`config.mk`:
```
export PLATFORM = sky130hd
export DESIGN_NAME = tao_exec
export DESIGN_NICKNAME = d
export VERILOG_FILES = /design/src/tao_pkg.sv /design/src/tao_exec.sv /design/src/tao_flag_unit.sv
export SDC_FILE = /design/constraint.sdc
export NUM_CORES = 1
export LEC_CHECK = 0
export BUFFER_PORTS_ARGS = -buffer_cell sky130_fd_sc_hd__buf_2
export CAP_MARGIN = 20
export CORE_MARGIN = 4
export CORE_UTILIZATION = 56
export DETAILED_ROUTE_END_ITERATION = 8
export PLACE_DENSITY = 0.93
export SLEW_MARGIN = 20
export SYNTH_ARGS = -nofsm -noshare
export SYNTH_HDL_FRONTEND = slang
export SYNTH_HIERARCHICAL = 1
export SYNTH_SLANG_ARGS = --single-unit
```
`constraint.sdc`:
```
create_clock -name sys_clk -period 9.2 [get_ports sys_clk]
set_input_delay 0.92 -clock sys_clk [delete_from_list [all_inputs] [get_ports sys_clk]]
set_output_delay 0.92 -clock sys_clk [all_outputs]
set_load 0.02 [all_outputs]
```
`src/tao_pkg.sv`:
```
package tao_pkg;

    // Opcodes of the unprefixed map
    localparam logic [7:0] OPC_TEST_DIR = 8'h3D;
    localparam logic [7:0] OPC_TEST_ACCUM = 8'h4D;
    localparam logic [7:0] OPC_TEST_INDEX_LOW = 8'h5D;
    localparam logic [7:0] OPC_TEST_IX1 = 8'h6D;
    localparam logic [7:0] OPC_TEST_IX = 8'h7D;
    localparam logic [7:0] OPC_INDEX_PAIR_TO_SP = 8'h94;
    localparam logic [7:0] OPC_SP_TO_INDEX_PAIR = 8'h95;
    localparam logic [7:0] OPC_INDEX_LOW_TO_ACCUM = 8'h9F;
    localparam logic [7:0] OPC_PREFIX = 8'h9E;

    // Opcode inside the prefixed map (stack offset form)
    localparam logic [7:0] OPC_PFX_TEST_SP1 = 8'h6D;

    // Condition code bit positions
    localparam int CCR_V_BIT = 7;
    localparam int CCR_H_BIT = 4;
    localparam int CCR_I_BIT = 3;
    localparam int CCR_N_BIT = 2;
    localparam int CCR_Z_BIT = 1;
    localparam int CCR_C_BIT = 0;

    // Reset address, zero byte and one word constants
    localparam logic [15:0] ADDR_RESET = 16'h0000;
    localparam logic [7:0] ZERO_BYTE = 8'h00;
    localparam logic [15:0] ONE_WORD = 16'h0001;

    // Instruction cycle counts, opcode fetch cycle included
    localparam int CYC_TEST_DIR = 3;
    localparam int CYC_TEST_REG = 1;
    localparam int CYC_TEST_IX1 = 3;
    localparam int CYC_TEST_IX = 2;
    localparam int CYC_TEST_SP1 = 4;
    localparam int CYC_SP_TO_INDEX_PAIR = 2;
    localparam int CYC_INDEX_LOW_TO_ACCUM = 1;
    localparam int CYC_INDEX_PAIR_TO_SP = 2;

    // Decoded instruction kind
    typedef enum logic [3:0] {
        K_TEST_DIR,
        K_TEST_IX1,
        K_TEST_SP1,
        K_TEST_IX,
        K_TEST_ACCUM,
        K_TEST_INDEX_LOW,
        K_SP_TO_INDEX_PAIR,
        K_INDEX_LOW_TO_ACCUM,
        K_INDEX_PAIR_TO_SP,
        K_PREFIX,
        K_ILLEGAL
    } tao_kind_t;

    // Current core register values
    typedef struct packed {
        logic [7:0] accum;
        logic [15:0] index_pair;
        logic [15:0] stack_ptr;
        logic [7:0] cond_code_reg;
    } tao_regs_t;

    // Register write-back toward the core
    typedef struct packed {
        logic accum_we;
        logic [7:0] accum;
        logic index_pair_we;
        logic [15:0] index_pair;
        logic stack_ptr_we;
        logic [15:0] stack_ptr;
        logic ccr_we;
        logic [7:0] cond_code_reg;
    } tao_wr_t;

endpackage

```
`src/tao_exec.sv`:
```
// How it works
// RULE1 - Test sets N, Z, clears V only
// RULE2 - Memory test forms take fixed cycle counts
// RULE3 - Offset or direct byte follows the opcode
// RULE4 - Opcode 95 loads index pair with SP+1
// RULE5 - Opcode 9F copies index low into accumulator
// RULE6 - Opcode 94 loads SP with index pair-1
// RULE7 - Prefix 9E selects stack relative map
`timescale 1ns/10ps
module tao_exec import tao_pkg::*; (
    // Clock and reset
    input wire logic sys_clk,
    input wire logic rstn,
    // Program byte stream
    input wire logic byte_valid,
    input wire logic [7:0] byte_data,
    output logic byte_take,
    // Operand read path, data answers in the same cycle
    output logic mem_rd,
    output logic [15:0] mem_addr,
    input wire logic [7:0] mem_rdata,
    // Core registers
    input wire tao_regs_t regs_in,
    output tao_wr_t wr_out,
    // Instruction status
    output logic done,
    output logic illegal
);

    // One state per bus cycle of an instruction
    typedef enum logic [2:0] {
        ST_OPCODE,
        ST_PFX_OP,
        ST_OFFSET,
        ST_READ,
        ST_XFER
    } tao_state_t;

    // Opcode decode, shared by the plain and prefixed opcode cycles
    function automatic tao_kind_t tao_decode(input logic [7:0] op, input logic pfx);
        tao_kind_t k;
        k = K_ILLEGAL;
        if (pfx) begin
            if (op == OPC_PFX_TEST_SP1) begin
                k = K_TEST_SP1; // [RULE7]
            end
        end else begin
            unique case (op)
                OPC_TEST_DIR: k = K_TEST_DIR; // [RULE2]
                OPC_TEST_ACCUM: k = K_TEST_ACCUM; // [RULE1]
                OPC_TEST_INDEX_LOW: k = K_TEST_INDEX_LOW; // [RULE1]
                OPC_TEST_IX1: k = K_TEST_IX1; // [RULE2]
                OPC_TEST_IX: k = K_TEST_IX; // [RULE2]
                OPC_INDEX_PAIR_TO_SP: k = K_INDEX_PAIR_TO_SP; // [RULE6]
                OPC_SP_TO_INDEX_PAIR: k = K_SP_TO_INDEX_PAIR; // [RULE4]
                OPC_INDEX_LOW_TO_ACCUM: k = K_INDEX_LOW_TO_ACCUM; // [RULE5]
                OPC_PREFIX: k = K_PREFIX; // [RULE7]
                default: k = K_ILLEGAL;
            endcase
        end
        return k;
    endfunction

    // Register test forms take their operand straight from the core
    function automatic logic is_reg_test(input tao_kind_t k);
        return (k == K_TEST_ACCUM) || (k == K_TEST_INDEX_LOW);
    endfunction

    // Registered sequencer state, write-back and status
    tao_state_t state_q, state_d;
    tao_kind_t kind_q, kind_d;
    logic [15:0] addr_q, addr_d;
    tao_wr_t wr_q, wr_d;
    logic done_q, done_d;
    logic illegal_q, illegal_d;

    // Decode and operand selection
    wire in_opcode = (state_q == ST_OPCODE) || (state_q == ST_PFX_OP);
    wire tao_kind_t kind_now = tao_decode(byte_data, state_q == ST_PFX_OP);
    wire op_fire = in_opcode && byte_valid;
    wire reg_test_now = is_reg_test(kind_now);
    wire [7:0] flag_src = (state_q == ST_READ) ? mem_rdata :
                          (kind_now == K_TEST_ACCUM) ? regs_in.accum :
                          regs_in.index_pair[7:0];
    wire [15:0] offset_word = {ZERO_BYTE, byte_data};
    wire [15:0] sp_plus_one = regs_in.stack_ptr + ONE_WORD;
    wire [15:0] hx_minus_one = regs_in.index_pair - ONE_WORD;
    wire [7:0] ccr_tested;

    // Effective addresses; unsigned 8-bit offsets wrap at 64K, no carry out
    wire [15:0] dir_addr = offset_word; // [RULE3]
    wire [15:0] ix1_addr = regs_in.index_pair + offset_word; // [RULE3]
    wire [15:0] sp1_addr = regs_in.stack_ptr + offset_word; // [RULE3] [RULE7]

    // Single flag unit serves register and memory forms
    tao_flag_unit u_flags (
        .ccr_in(regs_in.cond_code_reg),
        .operand(flag_src),
        .ccr_out(ccr_tested)
    );

    // Outputs straight from flip-flops
    assign mem_addr = addr_q;
    assign wr_out = wr_q;
    assign done = done_q;
    assign illegal = illegal_q;
    // Bytes move only in fetch states; read and transfer cycles refuse them
    assign byte_take = byte_valid && (in_opcode || state_q == ST_OFFSET); // [RULE3]
    // Operand strobe stands for the single read cycle
    assign mem_rd = (state_q == ST_READ); // [RULE2]

    // Sequencer: one state per bus cycle, stalls while no byte is offered
    always_comb begin
        state_d = state_q;
        kind_d = kind_q;
        addr_d = addr_q;
        done_d = 1'b0;
        illegal_d = 1'b0;
        unique case (state_q)
            ST_OPCODE, ST_PFX_OP: begin
                if (byte_valid) begin
                    kind_d = kind_now;
                    state_d = ST_OPCODE;
                    unique case (kind_now)
                        K_PREFIX: begin
                            state_d = ST_PFX_OP; // [RULE7]
                        end
                        K_TEST_DIR, K_TEST_IX1, K_TEST_SP1: begin
                            state_d = ST_OFFSET; // [RULE3]
                        end
                        K_TEST_IX: begin
                            addr_d = regs_in.index_pair; // [RULE2]
                            state_d = ST_READ;
                        end
                        K_TEST_ACCUM, K_TEST_INDEX_LOW, K_INDEX_LOW_TO_ACCUM: begin
                            done_d = 1'b1; // [RULE1] [RULE5]
                        end
                        K_SP_TO_INDEX_PAIR, K_INDEX_PAIR_TO_SP: begin
                            state_d = ST_XFER; // [RULE4] [RULE6]
                        end
                        K_ILLEGAL: begin
                            illegal_d = 1'b1;
                        end
                    endcase
                end
            end
            ST_OFFSET: begin
                if (byte_valid) begin
                    state_d = ST_READ;
                    unique case (kind_q)
                        K_TEST_DIR: addr_d = dir_addr; // [RULE3]
                        K_TEST_IX1: addr_d = ix1_addr; // [RULE3]
                        default: addr_d = sp1_addr; // [RULE3] [RULE7]
                    endcase
                end
            end
            ST_READ, ST_XFER: begin
                done_d = 1'b1; // [RULE2] [RULE4] [RULE6]
                state_d = ST_OPCODE;
            end
        endcase
    end

    // Write-back contents; at most one strobe per finishing cycle
    always_comb begin
        wr_d = '0;
        unique case (state_q)
            ST_OPCODE, ST_PFX_OP: begin
                if (op_fire && reg_test_now) begin
                    wr_d.ccr_we = 1'b1; // [RULE1]
                    wr_d.cond_code_reg = ccr_tested;
                end else if (op_fire && kind_now == K_INDEX_LOW_TO_ACCUM) begin
                    wr_d.accum_we = 1'b1; // [RULE5]
                    wr_d.accum = regs_in.index_pair[7:0];
                end
            end
            ST_OFFSET: begin
                wr_d = '0;
            end
            ST_READ: begin
                wr_d.ccr_we = 1'b1; // [RULE1] [RULE2]
                wr_d.cond_code_reg = ccr_tested;
            end
            ST_XFER: begin
                // Transfers never touch the flags
                if (kind_q == K_SP_TO_INDEX_PAIR) begin
                    wr_d.index_pair_we = 1'b1; // [RULE4]
                    wr_d.index_pair = sp_plus_one;
                end else begin
                    wr_d.stack_ptr_we = 1'b1; // [RULE6]
                    wr_d.stack_ptr = hx_minus_one;
                end
            end
        endcase
    end

    // State and address registers
    always_ff @(posedge sys_clk) begin
        if (!rstn) begin
            state_q <= ST_OPCODE;
            kind_q <= K_ILLEGAL;
            addr_q <= ADDR_RESET;
        end else begin
            state_q <= state_d;
            kind_q <= kind_d;
            addr_q <= addr_d;
        end
    end

    // Write-back and status, registered so the core sees clean strobes
    always_ff @(posedge sys_clk) begin
        if (!rstn) begin
            wr_q <= '0;
            done_q <= 1'b0;
            illegal_q <= 1'b0;
        end else begin
            wr_q <= wr_d;
            done_q <= done_d;
            illegal_q <= illegal_d;
        end
    end

endmodule

```
`src/tao_flag_unit.sv`:
```
`timescale 1ns/10ps
module tao_flag_unit import tao_pkg::*; (
    // Flags before the test
    input wire logic [7:0] ccr_in,
    // Value compared against zero
    input wire logic [7:0] operand,
    // Flags after the test
    output logic [7:0] ccr_out
);

    wire is_zero = (operand == ZERO_BYTE);

    // Only V, N and Z move; H, I and C pass through untouched
    always_comb begin
        ccr_out = ccr_in;
        ccr_out[CCR_V_BIT] = 1'b0; // [RULE1]
        ccr_out[CCR_N_BIT] = operand[7]; // [RULE1]
        ccr_out[CCR_Z_BIT] = is_zero; // [RULE1]
    end

endmodule

```
==> flow_summary.yaml, run 1 <==
place:
  port-buffer-count: 135
  place_congestion: 0.963
  hpwlAfterDp_mm: 9.04
  place_ws_ns: 5.70
clocking:
  clkLatencyLatePin_ns: 0.36
  holdBufCountCts: 0
  numCtsBuffers: 9
  cts-root-buf: "clkbuf_8"
  cts.sinks: 77
  cts_setup_buffers: 0
  cts_tree: "done"
  clock_path_buffers: 2
  clkTransAtPathRegs_ns: 0.08
  post_cts_resized: 0
  cts.htree.levels: 3
yosys:
  synth_top_area_share_pct: 35.1
  synth_ff_type: "dfxtp_1"
  syn_nets: 594
  ys_ff_latch: 77
  yosysTopAreaCell: "dfxtp_1"
  synth_edf_count: 0
  synth-async-reset-ratio_pct: 0
  synth_area_sq_um: 4390
  ys_warn_count: 6
  synthTopCellsByArea: "dfxtp_1 (35%), nor2_1 (4.5%), mux2i_1 (4.3%), a21oi_1 (3.9%), nand2_1 (3.8%)"
  synth_cells: 516
  ys_types: 71
  syn_area_per_cell_sq_um: 8.52
  synth_seq_area_share_pct: 35.1
final_layout:
  area_growth_syn_to_layout_pct: 20.1
  fill_cells: 638
  fin_nets: 706
  num_antenna_cells: 0
  fin_util_pct: 68.7
  mostFrequentLayoutCell: "buf_2"
  drive_above_1_share_pct: 28.8
  layout_common_cells: "buf_2 (135), dfxtp_1 (77), nor2_1 (53)"
sta:
  worst_hold_slack_ns: 0.471
  hold_viol_final: 0
  worst_pin_slew_ns: 0.794
  timing.fmax_mhz: 287
  setup_tns_ns: 0
  slew_viol_final: 0
  fin_skew_ns: 0.00876
  timing.final.ws_setup_ns: 5.72
  finalCritPeriodShare_pct: 37.8
  relSlewSlack_pct: 46.6
  min_period_ns: 3.48
  rsz0062_at_grt: "false"
  finalSetupViolCount: 0
routing:
  first_pass_iters: 5
  drt-initial-drc-count: 322
  wl_per_cell_um: 16.7
  via_count: 4376
  ant_nets: 0
  post-route-drc-count: 0
  totalWireLength_mm: 12.3
  drt-vias-per-instance: 5.96
worst_setup_path:
  crit_required_ns: 9.46
  crit_fanout: 26
  crit_path_end_kind: "flip-flop"
  crit_arrival_ns: 3.74
  crit_type: "reg -> reg"
  start_kind: "flip-flop"
pwr:
  power_w: 0.000759
  ir_drop_mv: 0.0828
  power_density_nw_per_um2: 144
  p_leak_nw: 2.27
floorplanning:
  start_util_pct: 57.2
  die_w_um: 96.6
  dieHeight_um: 96.6
  rows: 32
  dieArea_sq_um: 9330
  io_pins: 139
  core_area_sq_um: 7690
grt:
  grtUsageMet3_pct: 5.81
  use_met2_pct: 42.8
  grt_max_degree: 27
  grt_overflow: 0
  use_met1_pct: 32.7
  grt_first_pass_wirelength_mm: 18.8
  top_usage_layer: "met2"
  grt_pass1_vias: 4016
  gr-usage-all-layers_pct: 26.1
  antenna_found_initial: 0
min_path:
  hold_class: "reg -> reg"
job:
  cap_violations: 0
run_status:
  outcome: "finished clean"
[power breakdown]
| part | internal (W) | switching (W) | total (W) |
|---|---|---|---|
| combinational | 0.0000404 | 0.0000637 | 0.000104 |
| clock | 0.000188 | 0.000130 | 0.000318 |
| sequential | 0.000335 | 0.00000227 | 0.000338 |
[metrics by stage]
step,area (sq um),cells
after CTS,5280,734
after global routing,5280,734
final,5280,734
after detailed placement,5030,719
after floorplan,4390,516
after global placement,5030,719
[worst max-delay path: stages, from the launching register on]
cell	delay (ns)
dfxtp_1	0.38
nor4b_4	0.30
buf_4	0.36
mux2_2	0.38
ha_1	0.21
fa_1	0.41
a21o_1	0.20
a221oi_1	0.40
o21bai_1	0.15
xnor2_1	0.23
a22oi_1	0.10
a211oi_1	0.25
[registers in the layout, indices dropped and copies added, names as in the netlist]
| register | cells |
|---|---|
| wr_out | 52 |
| mem_addr | 16 |
| kind_q | 4 |
| state_q | 3 |
| done | 1 |
| illegal | 1 |
[synthesized netlist by cell type (3+ instances only)]
| library cell | n |
|---|---|
| a21o_1 | 10 |
| clkbuf_1 | 19 |
| inv_1 | 9 |
| or4_1 | 3 |
| mux2i_1 | 19 |
| a22oi_1 | 3 |
| o21a_1 | 4 |
| a211oi_1 | 8 |
| a32oi_1 | 3 |
| o31a_1 | 3 |
| ha_1 | 10 |
| dfxtp_1 | 77 |
| nor4_1 | 5 |
| nor3_1 | 6 |
| o21ai_0 | 27 |
| nand2_1 | 44 |
| a31oi_1 | 3 |
| o211ai_1 | 5 |
| nor2_1 | 53 |
| or2_2 | 3 |
| or3_1 | 7 |
| and3_1 | 14 |
| nand4_1 | 4 |
| nand2b_1 | 5 |
| and2_1 | 11 |
| buf_4 | 10 |
| o2111ai_1 | 3 |
| xnor2_1 | 15 |
| nand3_1 | 17 |
| o21ai_1 | 4 |
| buf_2 | 8 |
| nand3b_1 | 3 |
| mux2_2 | 9 |
| a21oi_1 | 34 |
| xor2_1 | 13 |
| a311oi_1 | 3 |
[final cells by class]
cell class / instances / area (sq um) / share of cell area, %
clock buffers: 10 / 138 / 2.61
clock inverters: 5 / 108 / 2.04
inverters: 10 / 37.5 / 0.711
multi-input cells: 392 / 2630 / 49.8
flip-flops and latches: 77 / 1540 / 29.2
well taps: 102 / 128 / 2.42
repair buffers: 138 / 698 / 13.2
[path summary, 6_finish.rpt]
kind	startpoint	end	slack (ns)	cells past startpoint
worst min-delay path	mem_addr[4]	mem_addr[4]	0.47	2
worst max register to register	kind_q[3]	mem_addr[8]	5.72	11
worst min register to register	mem_addr[4]	mem_addr[4]	0.47	2
worst max-delay path	kind_q[3]	mem_addr[8]	5.72	11
[layer usage]
layer / vias to the layer above / part of all wire, %
li1: 2070 / -
met1: 2009 / 39
met2: 258 / 47
met3: 39 / 11
met4: 0 / 2.9
met5: - / 0
[logic make-up after synthesis]
| family | count (synthesis) | synth area share (%) |
|---|---|---|
| compound gates | 129 | 20.3 |
| fa+ha+maj | 11 | 3.30 |
| buf+inv | 47 | 5.10 |
| other cells | 1 | 0.0853 |
| xor+xnor | 28 | 5.58 |
| flops | 77 | 35.1 |
| mux | 29 | 6.95 |
| simple gates | 194 | 23.6 |
No activity file was read; power rests on OpenSTA's default activity.
==> run 2, diff against run 1 <==
CORE_UTILIZATION = 47   (was 56)
PLACE_DENSITY = 0.83   (was 0.93)
clock period = 3 ns   (was 9.2 ns; I/O delays follow)
==> run 2 against run 1 <==
Against the previous run:
- the flow now finishes with violations (negative setup slack)
- first-iteration DRC count is 17% lower
- setup slack lost 5.7 ns
- global-route usage shrank 3.7 points
- clock power rose by 140%
- power grew to 2.8 times the previous value
==> flow_summary.yaml, run 2 (synthesis gave the netlist of run 1 again) <==
min_path:
  min-delay-start: "regs_in[4]"
  whs_path_depth: 2
  whs_endpoint: "wr_out[4]"
  hold_class: "in -> reg"
sta:
  min_period_ns: 3.02
  timing.fmax_mhz: 331
  setup_tns_ns: -0.0242
  hold_viol_final: 0
  slew_viol_final: 0
  relSlewSlack_pct: 46.3
  finalCritPeriodShare_pct: 101
  finalSetupViolCount: 1
  timing.final.ws_setup_ns: -0.0242
  rsz0062_at_grt: "true"
  fin_skew_ns: 0.0144
  worst_pin_slew_ns: 0.798
worst_setup_path:
  crit_required_ns: 3.22
  cpPeakStageDelay_ns: 0.37
  crit_type: "reg -> reg"
  crit_buf_inv: 2
  crit_fanout: 8
  critPathTopFamily: "compound AO/OA/AOI/OAI gates"
  start_kind: "flip-flop"
  crit_chain: "nor4b_4 -> buf_12 -> buf_4 -> mux2_2 -> ha_1 -> nand4_1 -> a21o_1 -> a221oi_2 -> mux2i_1 -> a311oi_2"
  crit_arrival_ns: 3.24
  reg2reg_depth: 10
  cp_slowest_cell: "dfxtp_4"
  crit_path_end_kind: "flip-flop"
  rr_endpoint: "mem_addr[11]"
  r2r_slack_ns: -0.02
  r2r_start: "kind_q[1]"
clocking:
  cts_tree: "done"
  clock_path_buffers: 2
  cts-root-buf: "clkbuf_8"
  numCtsBuffers: 9
  clkLatencyLatePin_ns: 0.35
  cts.htree.levels: 3
  cts.sinks: 77
  clkTransAtPathRegs_ns: 0.09
run_status:
  outcome: "finished, violations left"
  violations: "negative setup slack"
routing:
  drt-vias-per-instance: 5.63
  wl_per_cell_um: 16.6
  drt-initial-drc-count: 268
  post-route-drc-count: 0
  first_pass_iters: 5
  totalWireLength_mm: 12.6
  via_count: 4272
  ant_nets: 0
grt:
  top_usage_layer: "met2"
  grt_overflow: 0
  use_met2_pct: 35.4
  grt_pass1_vias: 3965
  use_met1_pct: 30.4
  gr-usage-all-layers_pct: 22.3
  grt_max_degree: 24
  grtUsageMet3_pct: 5.31
  grt_first_pass_wirelength_mm: 20.0
  antenna_found_initial: 0
final_layout:
  fill_cells: 793
  layout.cells.non_filler: 759
  num_antenna_cells: 0
  postLayoutCellArea_sq_um: 5430
  layout_common_cells: "buf_2 (135), dfxtp_1 (74), nor2_1 (53)"
  fin_nets: 721
  mostFrequentLayoutCell: "buf_2"
  drive_above_1_share_pct: 32.6
  area_growth_syn_to_layout_pct: 23.6
  largest_reg_flops: 52
place:
  dpl_cell_area_sq_um: 5140
  placed_cells: 735
  port-buffer-count: 135
  place_ws_ns: 0.00424
  place_congestion: 0.899
  hpwlAfterDp_mm: 9.43
pwr:
  p_leak_nw: 2.32
  power_density_nw_per_um2: 394
  power_w: 0.00214
  ir_drop_mv: 0.221
floorplanning:
  dieArea_sq_um: 11000
  core_area_sq_um: 9150
  start_util_pct: 48.0
  die_w_um: 105
  dieHeight_um: 105
  io_pins: 139
  rows: 35
job:
  cap_violations: 0
[run 2: worst max path at each step]
stage | startpoint | to | slack, ns | cells past startpoint
2_1_floorplan | kind_q[2] | mem_addr[12] | 0.008 | 11
3_3_place_gp | kind_q[2] | mem_addr[12] | 0.10 | 11
3_5_place_dp | kind_q[0] | mem_addr[10] | 0.004 | 11
4_1_cts | kind_q[0] | mem_addr[10] | 0.008 | 11
5_1_grt | kind_q[1] | mem_addr[11] | -0.11 | 10
6_report | kind_q[1] | mem_addr[11] | -0.02 | 10
[run 2: final cells by class]
cell class	instances	area, sq um	area share [%]
inverters	10	37.5	0.691
well taps	111	139	2.56
clock buffers	9	124	2.28
multi-input cells	392	2700	49.6
repair buffers	153	823	15.2
flip-flops and latches	77	1550	28.5
clock inverters	7	63.8	1.18
[run 2: repair_timing]
item / 4_1_cts / 5_1_grt
buffers inserted: 0 / 8
gates resized for setup: 0 / 9
pin swaps: 1 / 16
endpoints found under the setup margin: 2 / 9
hold buffers: 0 / 0
[run 2: where the power goes]
group | total, W | internal [W] | switching, W
logic | 0.000345 | 0.000141 | 0.000204
registers | 0.00104 | 0.00103 | 0.00000680
clock network | 0.000760 | 0.000319 | 0.000441
[run 2: per-stage QoR]
| step | util, % | hold WS, ns |
|---|---|---|
| CTS | 58.2 | 0.154 |
| finish | 59.3 | 0.170 |
| global route | 59.3 | 0.166 |
| global placement | 56.2 | 0.465 |
| detailed placement | 56.2 | 0.484 |
| floorplan | - | 0.372 |
[run 2: worst reg2reg max path, cell delays in order (launching register included)]
cell and delay (ns):
dfxtp_4 0.37, nor4b_4 0.32, buf_12 0.17, buf_4 0.12
mux2_2 0.32, ha_1 0.35, nand4_1 0.15, a21o_1 0.26
a221oi_2 0.31, mux2i_1 0.35, a311oi_2 0.16
[run 2: metal layers]
layer | wire length, um | up-vias
li1 | - | 2105
met1 | 5610 | 1961
met2 | 5790 | 187
met3 | 956 | 19
met4 | 214 | 0
met5 | 0 | -
